[src/inc/ecppe_pkg.sv]
// Package for the ECP parallel port engine: map, modes, states, pin bundles
package ecppe_pkg;

  // Host I/O map, byte offsets within the port window
  localparam logic [10:0] ECPPE_ADDR_DATA  = 11'h000;  // Data register / address_rle_fifo_port
  localparam logic [10:0] ECPPE_ADDR_DSR   = 11'h001;  // Status register
  localparam logic [10:0] ECPPE_ADDR_DCR   = 11'h002;  // Control register
  localparam logic [10:0] ECPPE_ADDR_FIFO  = 11'h400;  // ecp_data_fifo_port / test_fifo_port
  localparam logic [10:0] ECPPE_ADDR_CNFGB = 11'h401;  // Configuration B in mode 111
  localparam logic [10:0] ECPPE_ADDR_ECR   = 11'h402;  // Extended control register

  // Mode field encodings (extended control bits 7..5)
  localparam logic [2:0] ECPPE_MODE_SPP  = 3'h0;  // Standard, FIFO held in reset
  localparam logic [2:0] ECPPE_MODE_PS2  = 3'h1;  // Bidirectional, direction writable
  localparam logic [2:0] ECPPE_MODE_PFIFO = 3'h2; // Standard-protocol FIFO
  localparam logic [2:0] ECPPE_MODE_ECP  = 3'h3;  // ECP protocol
  localparam logic [2:0] ECPPE_MODE_TEST = 3'h6;  // Test FIFO, no port traffic
  localparam logic [2:0] ECPPE_MODE_CFG  = 3'h7;  // Configuration registers

  // Field positions inside the extended control register
  localparam int ECPPE_ECR_MODE_LSB = 5;
  localparam int ECPPE_ECR_NERR     = 4;
  localparam int ECPPE_ECR_DMA_ENABLE_BIT    = 3;
  localparam int ECPPE_ECR_SVC      = 2;

  // Field positions inside the control register
  localparam int ECPPE_DCR_DIR    = 5;
  localparam int ECPPE_DCR_ACKIE  = 4;
  localparam int ECPPE_DCR_SELIN  = 3;
  localparam int ECPPE_DCR_INIT   = 2;
  localparam int ECPPE_DCR_AFD    = 1;
  localparam int ECPPE_DCR_STB    = 0;

  // Fixed read values and reset values
  localparam logic [7:0] ECPPE_CNFGA_VAL  = 8'h10;  // 8-bit implementation
  localparam logic [2:0] ECPPE_CNFGB_IRQ  = 3'h0;   // IRQ routed elsewhere
  localparam logic [7:0] ECPPE_DCR_RST    = 8'h00;
  localparam logic [2:0] ECPPE_MODE_RST   = 3'h0;
  localparam int         ECPPE_FIFO_DEPTH = 16;

  // Handshake sequencer, Gray along the forward path; the reverse step RREL to IDLE changes two bits
  typedef enum logic [2:0] {
    ECPPE_IDLE = 3'b000,  // Nothing in flight
    ECPPE_FSET = 3'b001,  // Byte on PD, strobe still high
    ECPPE_FSTB = 3'b011,  // Strobe low, wait for Busy high
    ECPPE_FREL = 3'b010,  // Strobe high, wait for Busy low
    ECPPE_RREQ = 3'b100,  // HostAck asserted, wait for nAck low
    ECPPE_RREL = 3'b101   // Byte taken, wait for nAck high
  } ecppe_state_e;

  // Pins driven toward the peripheral
  typedef struct packed {
    logic [7:0] pd;          // Data lines
    logic       pd_oe;       // High while the host drives PD
    logic       nstrobe;     // HostClk
    logic       nautofd;     // HostAck
    logic       ninit;       // nReverseRequest
    logic       nselectin;   // ECPMode
  } ecppe_pout_s;

  // Pins sampled from the peripheral
  typedef struct packed {
    logic [7:0] pd;          // Data lines as seen on the wire
    logic       busy;        // PeriphAck
    logic       nack;        // PeriphClk
    logic       perror;      // nAckReverse
    logic       select;      // Xflag
    logic       nfault;      // nPeriphRequest
  } ecppe_pin_s;

  // Floppy controller drive-side signals, active high inside the chip
  typedef struct packed {
    logic drive_a_motor;
    logic drive_a_select;
    logic drive_b_motor;
    logic drive_b_select;
  } ecppe_fdrv_s;

  // Floppy controller sense inputs, as the drive presents them
  typedef struct packed {
    logic disk_change_input;
    logic read_data;
    logic write_protect;
    logic track_zero_input;
    logic index;
  } ecppe_fsense_s;

endpackage

[src/logic/ecppe_fifo.sv]
// Shared byte FIFO behind every FIFO view of the port
`timescale 1ns/10ps
`default_nettype none
module ecppe_fifo #(
  parameter int WIDTH = 9,
  parameter int DEPTH = ecppe_pkg::ECPPE_FIFO_DEPTH,
  parameter int AW    = $clog2(DEPTH)
) (
  input  wire logic             core_clk,
  input  wire logic             resetn,
  input  wire logic             core_ce,
  input  wire logic             flush,
  input  wire logic             push,
  input  wire logic [WIDTH-1:0] wdata,
  input  wire logic             pop,
  output logic      [WIDTH-1:0] rdata,
  output logic      [AW:0]      count,
  output logic                  full,
  output logic                  empty
);
  import ecppe_pkg::*;

  // Pointer state kept together
  typedef struct packed {
    logic [AW-1:0] wp;
    logic [AW-1:0] rp;
    logic [AW:0]   cnt;
  } ecppe_fptr_s;

  logic [WIDTH-1:0] mem [DEPTH];  // Storage, no reset needed
  ecppe_fptr_s      s_q;          // Registered pointers
  ecppe_fptr_s      s_d;          // Next pointers
  logic             do_push;      // Push that really lands
  logic             do_pop;       // Pop that really leaves

  // Overflow and underflow are dropped rather than corrupting pointers
  assign do_push = push & ~full & ~flush;
  assign do_pop  = pop & ~empty & ~flush;
  assign rdata   = mem[s_q.rp];
  assign count   = s_q.cnt;
  assign full    = (s_q.cnt == (AW+1)'(DEPTH));
  assign empty   = (s_q.cnt == '0);

  // Next pointer values
  always_comb begin
    s_d = s_q;
    if (flush) begin
      s_d = '0;
    end else begin
      if (do_push) s_d.wp = s_q.wp + 1'b1;
      if (do_pop) s_d.rp = s_q.rp + 1'b1;
      if (do_push && !do_pop) s_d.cnt = s_q.cnt + 1'b1;
      else if (do_pop && !do_push) s_d.cnt = s_q.cnt - 1'b1;
    end
  end

  // Pointer registers, frozen while the clock enable is low
  always_ff @(posedge core_clk or negedge resetn) begin
    if (!resetn) s_q <= '0;
    else if (core_ce) s_q <= s_d;
  end

  // Storage write
  always_ff @(posedge core_clk) begin
    if (core_ce && do_push) mem[s_q.wp] <= wdata;
  end

endmodule
`default_nettype wire

[src/logic/ecppe_floppy.sv]
// Floppy extension pin forcing and sense-input merging
`timescale 1ns/10ps
`default_nettype none
module ecppe_floppy (
  input  wire logic                    core_clk,
  input  wire logic                    resetn,
  input  wire logic                    core_ce,
  input  wire logic                    single_floppy_extension_mode,
  input  wire logic                    dual_floppy_extension_mode,
  input  wire logic [4:0]              pd_in,
  input  wire ecppe_pkg::ecppe_fdrv_s  drv_in,
  input  wire ecppe_pkg::ecppe_fsense_s sense_in,
  output ecppe_pkg::ecppe_fdrv_s       drv_out,
  output ecppe_pkg::ecppe_fsense_s     sense_out
);
  import ecppe_pkg::*;

  // All state of this module
  typedef struct packed {
    ecppe_fdrv_s   drv;
    ecppe_fsense_s sense;
  } ecppe_flop_s;

  ecppe_flop_s s_q;  // Registered pins
  ecppe_flop_s s_d;  // Next values
  logic        ext;  // Either extension mode active

  assign ext       = single_floppy_extension_mode | dual_floppy_extension_mode;
  assign drv_out   = s_q.drv;
  assign sense_out = s_q.sense;

  // Forcing and merging
  always_comb begin
    s_d       = '0;
    s_d.drv   = drv_in;
    s_d.sense = sense_in;
    // Drive B is lost to the connector in both modes
    if (ext) begin
      s_d.drv.drive_b_motor  = 1'b0;
      s_d.drv.drive_b_select = 1'b0;
    end
    // Dual mode also takes over drive A
    if (dual_floppy_extension_mode) begin
      s_d.drv.drive_a_motor  = 1'b0;
      s_d.drv.drive_a_select = 1'b0;
    end
    // External drive senses arrive on PD4..PD0
    if (ext) begin
      s_d.sense = sense_in | ecppe_fsense_s'(pd_in);
    end
  end

  // Output registers
  always_ff @(posedge core_clk or negedge resetn) begin
    if (!resetn) s_q <= '0;
    else if (core_ce) s_q <= s_d;
  end

endmodule
`default_nettype wire

[src/logic/ecppe_top.sv]
// ECP parallel port engine: registers, FIFO handshakes, DMA and service requests
`timescale 1ns/10ps
`default_nettype none
module ecppe_top #(
  parameter int FIFO_DEPTH = ecppe_pkg::ECPPE_FIFO_DEPTH,
  parameter int THR_W      = 4
) (
  input  wire logic                     core_clk,
  input  wire logic                     resetn,
  input  wire logic                     core_ce,
  input  wire logic [10:0]              io_addr,
  input  wire logic [7:0]               io_wdata,
  input  wire logic                     io_wr,
  input  wire logic                     io_rd,
  output logic      [7:0]               io_rdata,
  input  wire logic                     dma_ack,
  input  wire logic                     dma_tc,
  output logic                          port_dma_request,
  output logic                          irq,
  input  wire logic [THR_W-1:0]         fifo_threshold,
  input  wire ecppe_pkg::ecppe_pin_s    pin_in,
  output ecppe_pkg::ecppe_pout_s        pin_out,
  input  wire logic                     single_floppy_extension_mode,
  input  wire logic                     dual_floppy_extension_mode,
  input  wire ecppe_pkg::ecppe_fdrv_s   fdrv_in,
  input  wire ecppe_pkg::ecppe_fsense_s fsense_in,
  output ecppe_pkg::ecppe_fdrv_s        fdrv_out,
  output ecppe_pkg::ecppe_fsense_s      fsense_out
);
  import ecppe_pkg::*;

  localparam int AW = $clog2(FIFO_DEPTH);

  // Whole state of the engine
  typedef struct packed {
    ecppe_state_e st;        // Handshake sequencer
    logic [2:0]   mode;      // Extended control mode field
    logic         nerr_dis;  // Error interrupt disable
    logic         dma_enable_bit;     // dma_enable_bit
    logic         svc;       // service_interrupt_bit
    logic [7:0]   dcr;       // Control register
    logic [7:0]   data;      // Data register for programmed modes
    logic         nfault_p;  // Previous nFault, for edge detect
    ecppe_pout_s  pout;      // Registered pin drive
    logic [7:0]   rdata;     // Registered read answer
    logic         drq;       // Registered DMA request
    logic         irq;       // Registered interrupt pulse
  } ecppe_state_s;

  ecppe_state_s     s_q;        // Current state
  ecppe_state_s     s_d;        // Next state
  logic [8:0]       f_wdata;    // FIFO entry: command tag and byte
  logic [8:0]       f_rdata;    // FIFO head
  logic [AW:0]      f_count;    // Entries held
  logic             f_full;     // No free entry
  logic             f_empty;    // No entry
  logic             f_push;     // Entry written this cycle
  logic             f_pop;      // Entry removed this cycle
  logic             f_flush;    // Modes 000 and 001 keep the FIFO cleared
  logic             wr_any;     // Host or DMA write
  logic             rd_any;     // Host or DMA read
  logic             fifo_wr;    // Write aimed at a FIFO view
  logic             fifo_rd;    // Read aimed at a FIFO view
  logic             dir;        // Current direction bit
  logic             auto_mode;  // Hardware handshake active
  logic [AW:0]      free_cnt;   // Free entries

  // True for modes that use the FIFO from the system side
  function automatic logic fifo_mode(input logic [2:0] m);
    fifo_mode = (m == ECPPE_MODE_PFIFO) || (m == ECPPE_MODE_ECP) || (m == ECPPE_MODE_TEST);
  endfunction

  // True when a write or read hits a given register
  function automatic logic hit(input logic [10:0] a, input logic [10:0] reg_off);
    hit = (a == reg_off);
  endfunction

  assign dir       = s_q.dcr[ECPPE_DCR_DIR];
  assign auto_mode = (s_q.mode == ECPPE_MODE_ECP) || (s_q.mode == ECPPE_MODE_PFIFO);
  assign wr_any    = io_wr & core_ce;
  assign rd_any    = io_rd & core_ce;
  // DMA cycles land in the data or test FIFO view in modes 010, 011 and 110 only
  assign fifo_wr = wr_any & fifo_mode(s_q.mode) & (dma_ack | hit(io_addr, ECPPE_ADDR_FIFO)
                   | (hit(io_addr, ECPPE_ADDR_DATA) & (s_q.mode == ECPPE_MODE_ECP)));
  assign fifo_rd = rd_any & fifo_mode(s_q.mode) & (dma_ack | hit(io_addr, ECPPE_ADDR_FIFO))
                   & (dir | (s_q.mode == ECPPE_MODE_TEST));
  assign f_flush  = (s_q.mode == ECPPE_MODE_SPP) || (s_q.mode == ECPPE_MODE_PS2);
  assign free_cnt = (AW+1)'(FIFO_DEPTH) - f_count;

  // Push source: reverse capture, else host/DMA write with command tag
  always_comb begin
    f_push  = 1'b0;
    f_wdata = '0;
    if (s_q.st == ECPPE_RREQ && !pin_in.nack && core_ce) begin
      f_push  = 1'b1;
      f_wdata = {~pin_in.busy, pin_in.pd};
    end else if (fifo_wr && (!dir || s_q.mode == ECPPE_MODE_TEST)) begin
      f_push  = 1'b1;
      // Address port entries are tagged as commands
      f_wdata = {(!dma_ack && hit(io_addr, ECPPE_ADDR_DATA)), io_wdata};
    end
  end

  // Pop source: forward sequencer or host/DMA read
  assign f_pop = core_ce & ((s_q.st == ECPPE_IDLE && auto_mode && !dir && !f_empty
                 && !pin_in.busy) | fifo_rd);

  // Single shared store for every FIFO view
  ecppe_fifo #(
    .WIDTH (9),
    .DEPTH (FIFO_DEPTH),
    .AW    (AW)
  ) u_fifo (
    .core_clk (core_clk),
    .resetn   (resetn),
    .core_ce  (core_ce),
    .flush    (f_flush),
    .push     (f_push),
    .wdata    (f_wdata),
    .pop      (f_pop),
    .rdata    (f_rdata),
    .count    (f_count),
    .full     (f_full),
    .empty    (f_empty)
  );

  // Floppy extension pin handling
  ecppe_floppy u_floppy (
    .core_clk                     (core_clk),
    .resetn                       (resetn),
    .core_ce                      (core_ce),
    .single_floppy_extension_mode (single_floppy_extension_mode),
    .dual_floppy_extension_mode   (dual_floppy_extension_mode),
    .pd_in                        (pin_in.pd[4:0]),
    .drv_in                       (fdrv_in),
    .sense_in                     (fsense_in),
    .drv_out                      (fdrv_out),
    .sense_out                    (fsense_out)
  );

  // Next-state logic: registers, sequencer, DMA and interrupts
  always_comb begin
    logic svc_set;
    logic [2:0] nm;
    svc_set = 1'b0;
    nm      = io_wdata[7:ECPPE_ECR_MODE_LSB];
    s_d     = s_q;
    s_d.irq = 1'b0;
    s_d.nfault_p = pin_in.nfault;

    // Register writes from the host
    if (wr_any && !dma_ack) begin
      if (hit(io_addr, ECPPE_ADDR_ECR)) begin
        // Mode moves only out of, or back into, the programmed modes
        if (s_q.mode == ECPPE_MODE_SPP || s_q.mode == ECPPE_MODE_PS2
            || nm == ECPPE_MODE_SPP || nm == ECPPE_MODE_PS2) begin
          s_d.mode = nm;
        end
        s_d.nerr_dis = io_wdata[ECPPE_ECR_NERR];
        s_d.dma_enable_bit    = io_wdata[ECPPE_ECR_DMA_ENABLE_BIT];
        s_d.svc      = io_wdata[ECPPE_ECR_SVC];
      end else if (hit(io_addr, ECPPE_ADDR_DCR)) begin
        s_d.dcr = io_wdata;
        // Direction is frozen outside the bidirectional mode
        if (s_q.mode != ECPPE_MODE_PS2) s_d.dcr[ECPPE_DCR_DIR] = dir;
      end else if (hit(io_addr, ECPPE_ADDR_DATA) && s_q.mode != ECPPE_MODE_ECP) begin
        s_d.data = io_wdata;
      end
    end

    // Read answers, registered one cycle after the strobe
    if (rd_any) begin
      if (fifo_rd) s_d.rdata = f_rdata[7:0];
      else if (hit(io_addr, ECPPE_ADDR_DATA))
        s_d.rdata = (s_q.mode == ECPPE_MODE_PS2 && dir) ? pin_in.pd : s_q.data;
      else if (hit(io_addr, ECPPE_ADDR_DSR))
        s_d.rdata = {~pin_in.busy, pin_in.nack, pin_in.perror, pin_in.select,
                     pin_in.nfault, 3'h7};
      else if (hit(io_addr, ECPPE_ADDR_DCR)) s_d.rdata = {2'h3, s_q.dcr[5:0]};
      else if (hit(io_addr, ECPPE_ADDR_ECR))
        s_d.rdata = {s_q.mode, s_q.nerr_dis, s_q.dma_enable_bit, s_q.svc, f_full, f_empty};
      else if (hit(io_addr, ECPPE_ADDR_FIFO) && s_q.mode == ECPPE_MODE_CFG)
        s_d.rdata = ECPPE_CNFGA_VAL;
      else if (hit(io_addr, ECPPE_ADDR_CNFGB) && s_q.mode == ECPPE_MODE_CFG)
        s_d.rdata = {1'b0, s_q.irq, ECPPE_CNFGB_IRQ, 3'h7};
      else s_d.rdata = 8'h00;
    end

    // Handshake sequencer
    case (s_q.st)
      ECPPE_IDLE: begin
        if (f_pop && !fifo_rd) begin
          s_d.pout.pd = f_rdata[7:0];
          // Commands go out with HostAck low
          s_d.pout.nautofd = (s_q.mode == ECPPE_MODE_ECP) ? ~f_rdata[8] : 1'b1;
          s_d.st = ECPPE_FSET;
        end else if (s_q.mode == ECPPE_MODE_ECP && dir && !pin_in.perror && !f_full) begin
          s_d.pout.nautofd = 1'b0;
          s_d.st = ECPPE_RREQ;
        end
      end
      ECPPE_FSET: begin
        s_d.pout.nstrobe = 1'b0;
        s_d.st = ECPPE_FSTB;
      end
      ECPPE_FSTB: begin
        // Peripheral takes the byte and raises Busy
        if (pin_in.busy) begin
          s_d.pout.nstrobe = 1'b1;
          s_d.st = ECPPE_FREL;
        end
      end
      ECPPE_FREL: begin
        // Busy low means room for the next byte
        if (!pin_in.busy) s_d.st = ECPPE_IDLE;
      end
      ECPPE_RREQ: begin
        if (!pin_in.nack) begin
          s_d.pout.nautofd = 1'b1;
          s_d.st = ECPPE_RREL;
        end
      end
      ECPPE_RREL: begin
        if (pin_in.nack) s_d.st = ECPPE_IDLE;
      end
      default: s_d.st = ECPPE_IDLE;
    endcase

    // Leaving the automatic modes abandons any handshake in flight
    if (!auto_mode) s_d.st = ECPPE_IDLE;

    // Programmed-mode pins follow the control register, PD follows the data register
    if (!auto_mode || s_d.st == ECPPE_IDLE) begin
      s_d.pout.nstrobe = auto_mode ? 1'b1 : ~s_q.dcr[ECPPE_DCR_STB];
      if (!auto_mode) s_d.pout.nautofd = ~s_q.dcr[ECPPE_DCR_AFD];
      if (!auto_mode) s_d.pout.pd = s_q.data;
    end
    // Reverse request follows direction while in ECP mode
    s_d.pout.ninit = (s_q.mode == ECPPE_MODE_ECP) ? ~dir : s_q.dcr[ECPPE_DCR_INIT];
    s_d.pout.nselectin = (s_q.mode == ECPPE_MODE_ECP) ? 1'b1
                         : ~s_q.dcr[ECPPE_DCR_SELIN];
    // Drive PD only forward, and in ECP only once nAckReverse says forward
    s_d.pout.pd_oe = !dir && (s_q.mode != ECPPE_MODE_ECP || pin_in.perror)
                     && s_q.mode != ECPPE_MODE_TEST;

    // Service events, only while no prior service is pending; terminal count when DMA is enabled, else threshold
    if (!s_q.svc) begin
      if (s_q.dma_enable_bit) svc_set = dma_ack && dma_tc && core_ce;
      else if (fifo_mode(s_q.mode) && !f_flush)
        svc_set = dir ? (f_count >= (AW+1)'(fifo_threshold))
                      : (free_cnt >= (AW+1)'(fifo_threshold));
    end
    // Hardware set wins over a software clear in the same cycle
    if (svc_set) begin
      s_d.svc = 1'b1;
      s_d.irq = 1'b1;
    end

    // Error interrupt on the falling edge of nFault, forward ECP only
    if (s_q.mode == ECPPE_MODE_ECP && !dir && !s_q.nerr_dis
        && s_q.nfault_p && !pin_in.nfault) begin
      s_d.irq = 1'b1;
    end

    // DMA request: needs enable, no service pending, room or data
    s_d.drq = s_q.dma_enable_bit && !s_d.svc && fifo_mode(s_q.mode)
              && (dir ? !f_empty : !f_full) && !(dma_ack && dma_tc);
  end

  // State register; reset leaves mode 000, so the FIFO stays cleared
  always_ff @(posedge core_clk or negedge resetn) begin
    if (!resetn) begin
      s_q              <= '0;
      s_q.st           <= ECPPE_IDLE;
      s_q.mode         <= ECPPE_MODE_RST;
      s_q.dcr          <= ECPPE_DCR_RST;
      s_q.nfault_p     <= 1'b1;
      s_q.pout.nstrobe <= 1'b1;
      s_q.pout.nautofd <= 1'b1;
      s_q.pout.nselectin <= 1'b1;
      s_q.pout.pd_oe   <= 1'b1;
    end else if (core_ce) begin
      s_q <= s_d;
    end
  end

  assign io_rdata         = s_q.rdata;
  assign port_dma_request = s_q.drq;
  assign irq              = s_q.irq;
  assign pin_out          = s_q.pout;

endmodule
`default_nettype wire

[config.mk]
export PLATFORM = sky130hd
export DESIGN_NAME = ecppe_top
export DESIGN_NICKNAME = d
export VERILOG_FILES = /design/src/inc/ecppe_pkg.sv /design/src/logic/ecppe_fifo.sv /design/src/logic/ecppe_floppy.sv /design/src/logic/ecppe_top.sv
export SDC_FILE = /design/constraint.sdc
export NUM_CORES = 1
export LEC_CHECK = 0
export BUFFER_PORTS_ARGS = -buffer_cell sky130_fd_sc_hd__buf_2
export CAP_MARGIN = 20
export CORE_UTILIZATION = 52
export CTS_BUF_LIST = sky130_fd_sc_hd__clkbuf_4
export DETAILED_ROUTE_END_ITERATION = 7
export GPL_ROUTABILITY_DRIVEN = 0
export PLACE_DENSITY = 0.77
export SLEW_MARGIN = 20
export SYNTH_ARGS = -nofsm -noshare
export SYNTH_HDL_FRONTEND = slang
export SYNTH_SLANG_ARGS = --single-unit
[constraint.sdc]
create_clock -name core_clk -period 10.3 [get_ports core_clk]
set_clock_uncertainty 0.15 [all_clocks]
set_input_delay 1.03 -clock core_clk [delete_from_list [all_inputs] [get_ports core_clk]]
set_output_delay 1.03 -clock core_clk [all_outputs]
set_load 0.01 [all_outputs]
==> results.sh, run 1 <==
export IMPL_setup_violations=0
export IMPL_wl_um=23400
export IMPL_power_density_mw_per_mm2=191
export IMPL_fmax_mhz=239
export IMPL_seq_area_mm2=0.00606
export IMPL_antenna_found_initial=0
export IMPL_syn_avg_cell_area_um2=14.0
export IMPL_worstPathArrival_ps=4580
export IMPL_synth_top_area_frac=0.431
export IMPL_area_growth_pct=11.6
export IMPL_clkTransAtPathRegs_ps=80
export IMPL_clk_latency_ps=670
export IMPL_endpoint_kind="flop"
export IMPL_die_h_um=141
export IMPL_postCtsSetupRepairBufs=0
export IMPL_synth_top_area_cell="edfxtp_1"
export IMPL_synth_seq_area_share=0.604
export IMPL_postCtsHoldBufs=0
export IMPL_via_per_inst=6.07
export IMPL_whs_ps=312
export IMPL_syn_area_mm2=0.0100
export IMPL_path_max_fanout=14
export IMPL_period_share=0.407
export IMPL_final_setup_tns_ps=0
export IMPL_multi_input_area_mm2=0.00355
export IMPL_via_count=6729
export IMPL_synth_edff_count=144
export IMPL_ctsResizeCount=0
export IMPL_critPathLaunchType="flop"
export IMPL_grt_util_all_layers=0.246
export IMPL_dr_pass1_iters=5
export IMPL_hold_path_class="flop to flop"
export IMPL_fp_coreArea_mm2=0.0188
export IMPL_slew_viol_final=0
export IMPL_synth_cell_types=74
export IMPL_io_pins=86
export IMPL_fin_nets=877
export IMPL_dieArea_mm2=0.0199
export IMPL_status="complete, no violations"
export IMPL_die_w_um=141
export IMPL_finalHoldViolCount=0
export IMPL_synthCells=714
export IMPL_grt_pass1_wl_um=36900
export IMPL_grt_max_degree=70
export IMPL_detail_route_antenna_nets=0
export IMPL_placed_area_mm2=0.0105
export IMPL_cts_root_buf="clkbuf_4"
export IMPL_synthTopCellsByArea="edfxtp_1, dfrtp_1, mux4_2"
export IMPL_drc=0
export IMPL_finalCriticalPeriod_ps=4190
export IMPL_cts_made_buffers=52
export IMPL_initial_core_util=0.533
export IMPL_synth_flop_cell="edfxtp_1"
export IMPL_wl_per_cell_um=21.2
export IMPL_synth_common_cells="edfxtp_1, dfrtp_1, mux4_2"
export IMPL_drtIter0Drc=583
export IMPL_worstPathRequired_ps=10690
export IMPL_ir_worst_vdd_v=0.0000779
export IMPL_cts_sinks=213
export IMPL_worstMarginPinSlew_ps=984
export IMPL_slew_headroom=0.341
export IMPL_port_buffers=85
export IMPL_max_cap_violations=0
export IMPL_cts_tree="yes"
export IMPL_crit_type="flop to flop"
export IMPL_ys_ff_latch=213
export IMPL_p_leak_nw=4.29
export IMPL_dp_hpwl_um=16200
export IMPL_syn_num_nets=787
export IMPL_h_tree_depth=2
export IMPL_async_reset_ff_frac=0.324
export IMPL_fill_cells=1432
export IMPL_grt_pass1_vias=6773
export IMPL_synth_most_common_cell="edfxtp_1"
export IMPL_rsz0062_at_grt="false"
export IMPL_design_area_mm2=0.0112
export IMPL_layout_drive_gt1_share=0.311
export IMPL_grt_overflow=0
export IMPL_diodes=0
export IMPL_yosysWarnings=0
export IMPL_rows=50
export IMPL_cts_buffer_depth=3
[worst paths after layout]
path / startpoint / end / slack, ps / cells past startpoint
worst min register to register: s_q[35] / pin_out[0] / 310 / 1
max in group asynchronous: resetn / u_fifo.s_q[5] / 8950 / 2
min in group asynchronous: resetn / u_fifo.s_q[10] / 430 / 2
worst min-delay path: s_q[35] / pin_out[0] / 310 / 1
worst max register to register: u_fifo.count[0] / u_fifo.count[4] / 6110 / 15
worst max-delay path: u_fifo.count[0] / u_fifo.count[4] / 6110 / 15
[layout make-up]
cell class / instances / share of cell area
clock buffers: 75 / 0.0503
well taps: 260 / 0.0291
flip-flops and latches: 213 / 0.541
inverters: 28 / 0.00939
clock inverters: 23 / 0.00850
multi-input cells: 414 / 0.317
repair buffers: 95 / 0.0447
[logic make-up after synthesis]
kind of cell / after synthesis / synth area share
compound gates: 145 / 0.0964
buf+inv: 87 / 0.0427
flops: 213 / 0.604
xor+xnor: 6 / 0.00524
fa+ha+maj: 19 / 0.0244
mux: 84 / 0.143
simple gates: 160 / 0.0843
[where the power goes]
group	switching (mW)	leakage (nW)	internal, mW
combinational	0.247	1.67	0.226
clock	0.338	0.385	0.338
sequential	0.0386	2.24	0.951
[flip-flops by register name, summed over array words and instances (netlist names), named ones only]
name / flops
dir: 1
io_rdata: 8
irq: 1
pin_out: 12
port_dma_request: 1
s_q: 23
u_fifo.count: 5
u_fifo.mem: 144
u_fifo.s_q: 8
u_floppy.drv_out: 4
u_floppy.sense_out: 5
[worst max-delay path, stage by stage, from the launching register on]
cell and delay [ps]:
dfrtp_1 410, inv_1 160, ha_1 200, nor3b_1 270, ha_1 270, nand2b_1 180, nand4b_1 490, o31a_1 440
nand2_1 190, ha_1 370, nor2b_1 140, o21ai_0 220, nor2b_1 210, nor3_1 70, a211oi_1 200, nand3_1 110
[per-stage QoR]
step	total power [mW]	setup WS, ps	util	instances
after floorplan	1.35	6630	-	714
after global placement	1.46	5930	0.559	1010
final	2.14	6110	0.594	1108
after CTS	2.15	6140	0.594	1108
after global routing	2.24	5680	0.594	1108
after detailed placement	1.48	5730	0.559	1010
[layer usage]
layer | track usage | share of wire | vias to the layer above
li1 | - | - | 2955
met1 | 0.318 | 0.40 | 3330
met2 | 0.415 | 0.49 | 388
met3 | 0.0448 | 0.079 | 56
met4 | 0.0995 | 0.029 | 0
met5 | 0 | 0 | -
[placed cells by master, fill, tap and decap left out, types with 10 or more instances in the layout]
cell type  Yosys  final
mux2i_1       14     14
o21ai_0       29     29
buf_4         22     10
ha_1          18     18
nor2b_1       10     10
a21oi_1       36     36
mux4_2        45     45
mux2_2        25     25
dfrtp_1       64     63
a22o_1        11     11
nand2_1       44     44
clkbuf_4       0     75
o22ai_1       13     13
clkinv_1       0     20
buf_2          7     85
inv_1         28     28
edfxtp_1     144    144
nor2_1        39     39
Note: power is estimated with default switching activity, not from simulation.
==> run 2: changes to the inputs <==
Settings changed: PLACE_DENSITY 0.77 to 0.8.
Clock period 10.3 ns to 3.74 ns, I/O delays scaled along.
==> results.sh, run 2 (same netlist as run 1, synthesis figures left out) <==
export IMPL_crit_type="flop to flop"
export IMPL_via_count=6852
export IMPL_io_pins=86
export IMPL_fmax_mhz=295
export IMPL_dieArea_mm2=0.0199
export IMPL_layout_commonest_cell="edfxtp_1"
export IMPL_cts_sinks=213
export IMPL_placed_area_mm2=0.0107
export IMPL_drc=0
export IMPL_grt_pass1_wl_um=38200
export IMPL_initial_core_util=0.533
export IMPL_worstPathArrival_ps=3790
export IMPL_power_density_mw_per_mm2=508
export IMPL_setup_violations=0
export IMPL_port_buffers=85
export IMPL_slew_headroom=0.414
export IMPL_layout_drive_gt1_share=0.316
export IMPL_clkTransAtPathRegs_ps=70
export IMPL_rows=50
export IMPL_h_tree_depth=2
export IMPL_die_h_um=141
export IMPL_most_common_layout_cells="edfxtp_1, buf_2, clkbuf_4"
export IMPL_clk_latency_ps=670
export IMPL_critPathSlowestCell="dfrtp_1"
export IMPL_grt_overflow=0
export IMPL_endpoint_kind="flop"
export IMPL_wl_um=24100
export IMPL_die_w_um=141
export IMPL_via_per_inst=5.94
export IMPL_p_leak_nw=4.52
export IMPL_max_stage_delay_ps=390
export IMPL_antenna_found_initial=1
export IMPL_use_met1=0.318
export IMPL_cts_made_buffers=52
export IMPL_ctsResizeCount=0
export IMPL_cp_common_cell="ha_1"
export IMPL_wl_per_cell_um=20.9
export IMPL_grt_use_met2=0.426
export IMPL_rsz0062_at_grt="false"
export IMPL_period_share=0.906
export IMPL_cts_tree="yes"
export IMPL_detail_route_antenna_nets=0
export IMPL_critPathLaunchType="flop"
export IMPL_hold_path_class="primary input to flop"
export IMPL_grtUsageMet3=0.0601
export IMPL_fp_coreArea_mm2=0.0188
export IMPL_ir_worst_vdd_v=0.000319
export IMPL_path_buf_inv=1
export IMPL_design_area_mm2=0.0117
export IMPL_status="complete, no violations"
export IMPL_path_max_fanout=4
export IMPL_final_setup_tns_ps=0
export IMPL_worstPathRequired_ps=4140
export IMPL_max_flop_register="u_fifo.mem"
export IMPL_worstMarginPinSlew_ps=879
export IMPL_drtIter0Drc=639
export IMPL_grt_pass1_vias=6910
export IMPL_largest_reg_flops=144
export IMPL_cts_buffer_depth=3
export IMPL_crit_family="simple AND/OR/NAND/NOR gates"
export IMPL_grt_busiest_layer="met2"
export IMPL_finalHoldViolCount=0
export IMPL_finalCriticalPeriod_ps=3390
export IMPL_dr_pass1_iters=5
export IMPL_cts_root_buf="clkbuf_4"
export IMPL_fin_nets=926
export IMPL_grt_util_all_layers=0.254
export IMPL_area_growth_pct=16.5
export IMPL_final_util=0.621
export IMPL_worstPathCellList="inv_1, ha_1, nor3b_1, ha_1, nand2b_1, nand4b_1, o31a_1, nand2_1, ha_1, nor2b_1, o21ai_0, nor2b_1, nor3_1, a211oi_1, nand3_1"
export IMPL_dp_hpwl_um=16000
export IMPL_max_cap_violations=0
export IMPL_grt_max_degree=70
export IMPL_slew_viol_final=0
-- run 2: cell types whose count changed in the layout (fill, tap and decap cells not counted) --
cell / change
dlygate4sd3_1: +37
clkinv_2: +2
nor4_2: +4
nor4_1: -4
clkinv_1: -7
inv_6: +1
inv_2: -1
buf_12: +1
buf_2: -1
buf_4: +12
diode_2: +1
-- run 2: tightest hold or removal path, stage by stage --
cell	delay, ps
buf_2	140
nor4_1	80
a32oi_1	190
o32ai_1	90
-- run 2: repair_timing --
action | 4_1_cts | 5_1_grt
hold endpoints to repair | 99 | 0
hold buffers | 37 | 0
setup buffers | 0 | 0
-- run 2: layout make-up --
| cell class | count | area [um2] |
|---|---|---|
| Inverter | 28 | 105 |
| Antenna cell | 1 | 2.50 |
| Clock inverter | 18 | 83.8 |
| Clock buffer | 75 | 563 |
| Multi-Input combinational cell | 414 | 3570 |
| Tap cell | 260 | 325 |
| Timing Repair Buffer | 144 | 976 |
| Sequential cell | 213 | 6060 |
| Fill cell | 1340 | 7150 |
-- run 2: power by group --
part	internal [mW]	total [mW]	leakage [nW]	switching (mW)
logic	0.664	1.35	1.90	0.684
registers	2.62	2.72	2.24	0.105
clock network	0.930	1.87	0.382	0.936
total	4.21	5.94	4.52	1.73
-- run 2: path summary, 6_finish.rpt --
check,startpoint,end,slack [ps],cells past startpoint
worst max-delay path,u_fifo.count[0],u_fifo.count[4],350,15
worst min-delay path,pin_in[2],s_q[48],90,4
min in group asynchronous,resetn,s_q[46],190,2
worst max register to register,u_fifo.count[0],u_fifo.count[4],350,15
max in group asynchronous,resetn,u_fifo.s_q[5],2540,2
worst min register to register,pin_out[3],pin_out[3],330,1
-- run 2: metal layers --
metal | part of all wire | vias up | wire, um
li1 | - | 3059 | -
met1 | 0.40 | 3334 | 9520
met2 | 0.50 | 389 | 12000
met3 | 0.077 | 70 | 1840
met4 | 0.029 | 0 | 690
met5 | 0 | - | 0
-- run 2: stage by stage --
step                      total power [mW]  setup WS [ps]  cells  hold slack (ps)
after global placement                4.02            459   1022              311
final                                 5.94            353   1153             90.0
after global routing                  6.22           66.8   1153             89.6
after detailed placement              4.07            346   1022              311
after floorplan                       3.71            311    714            -71.6
after CTS                             5.97            391   1152             49.6
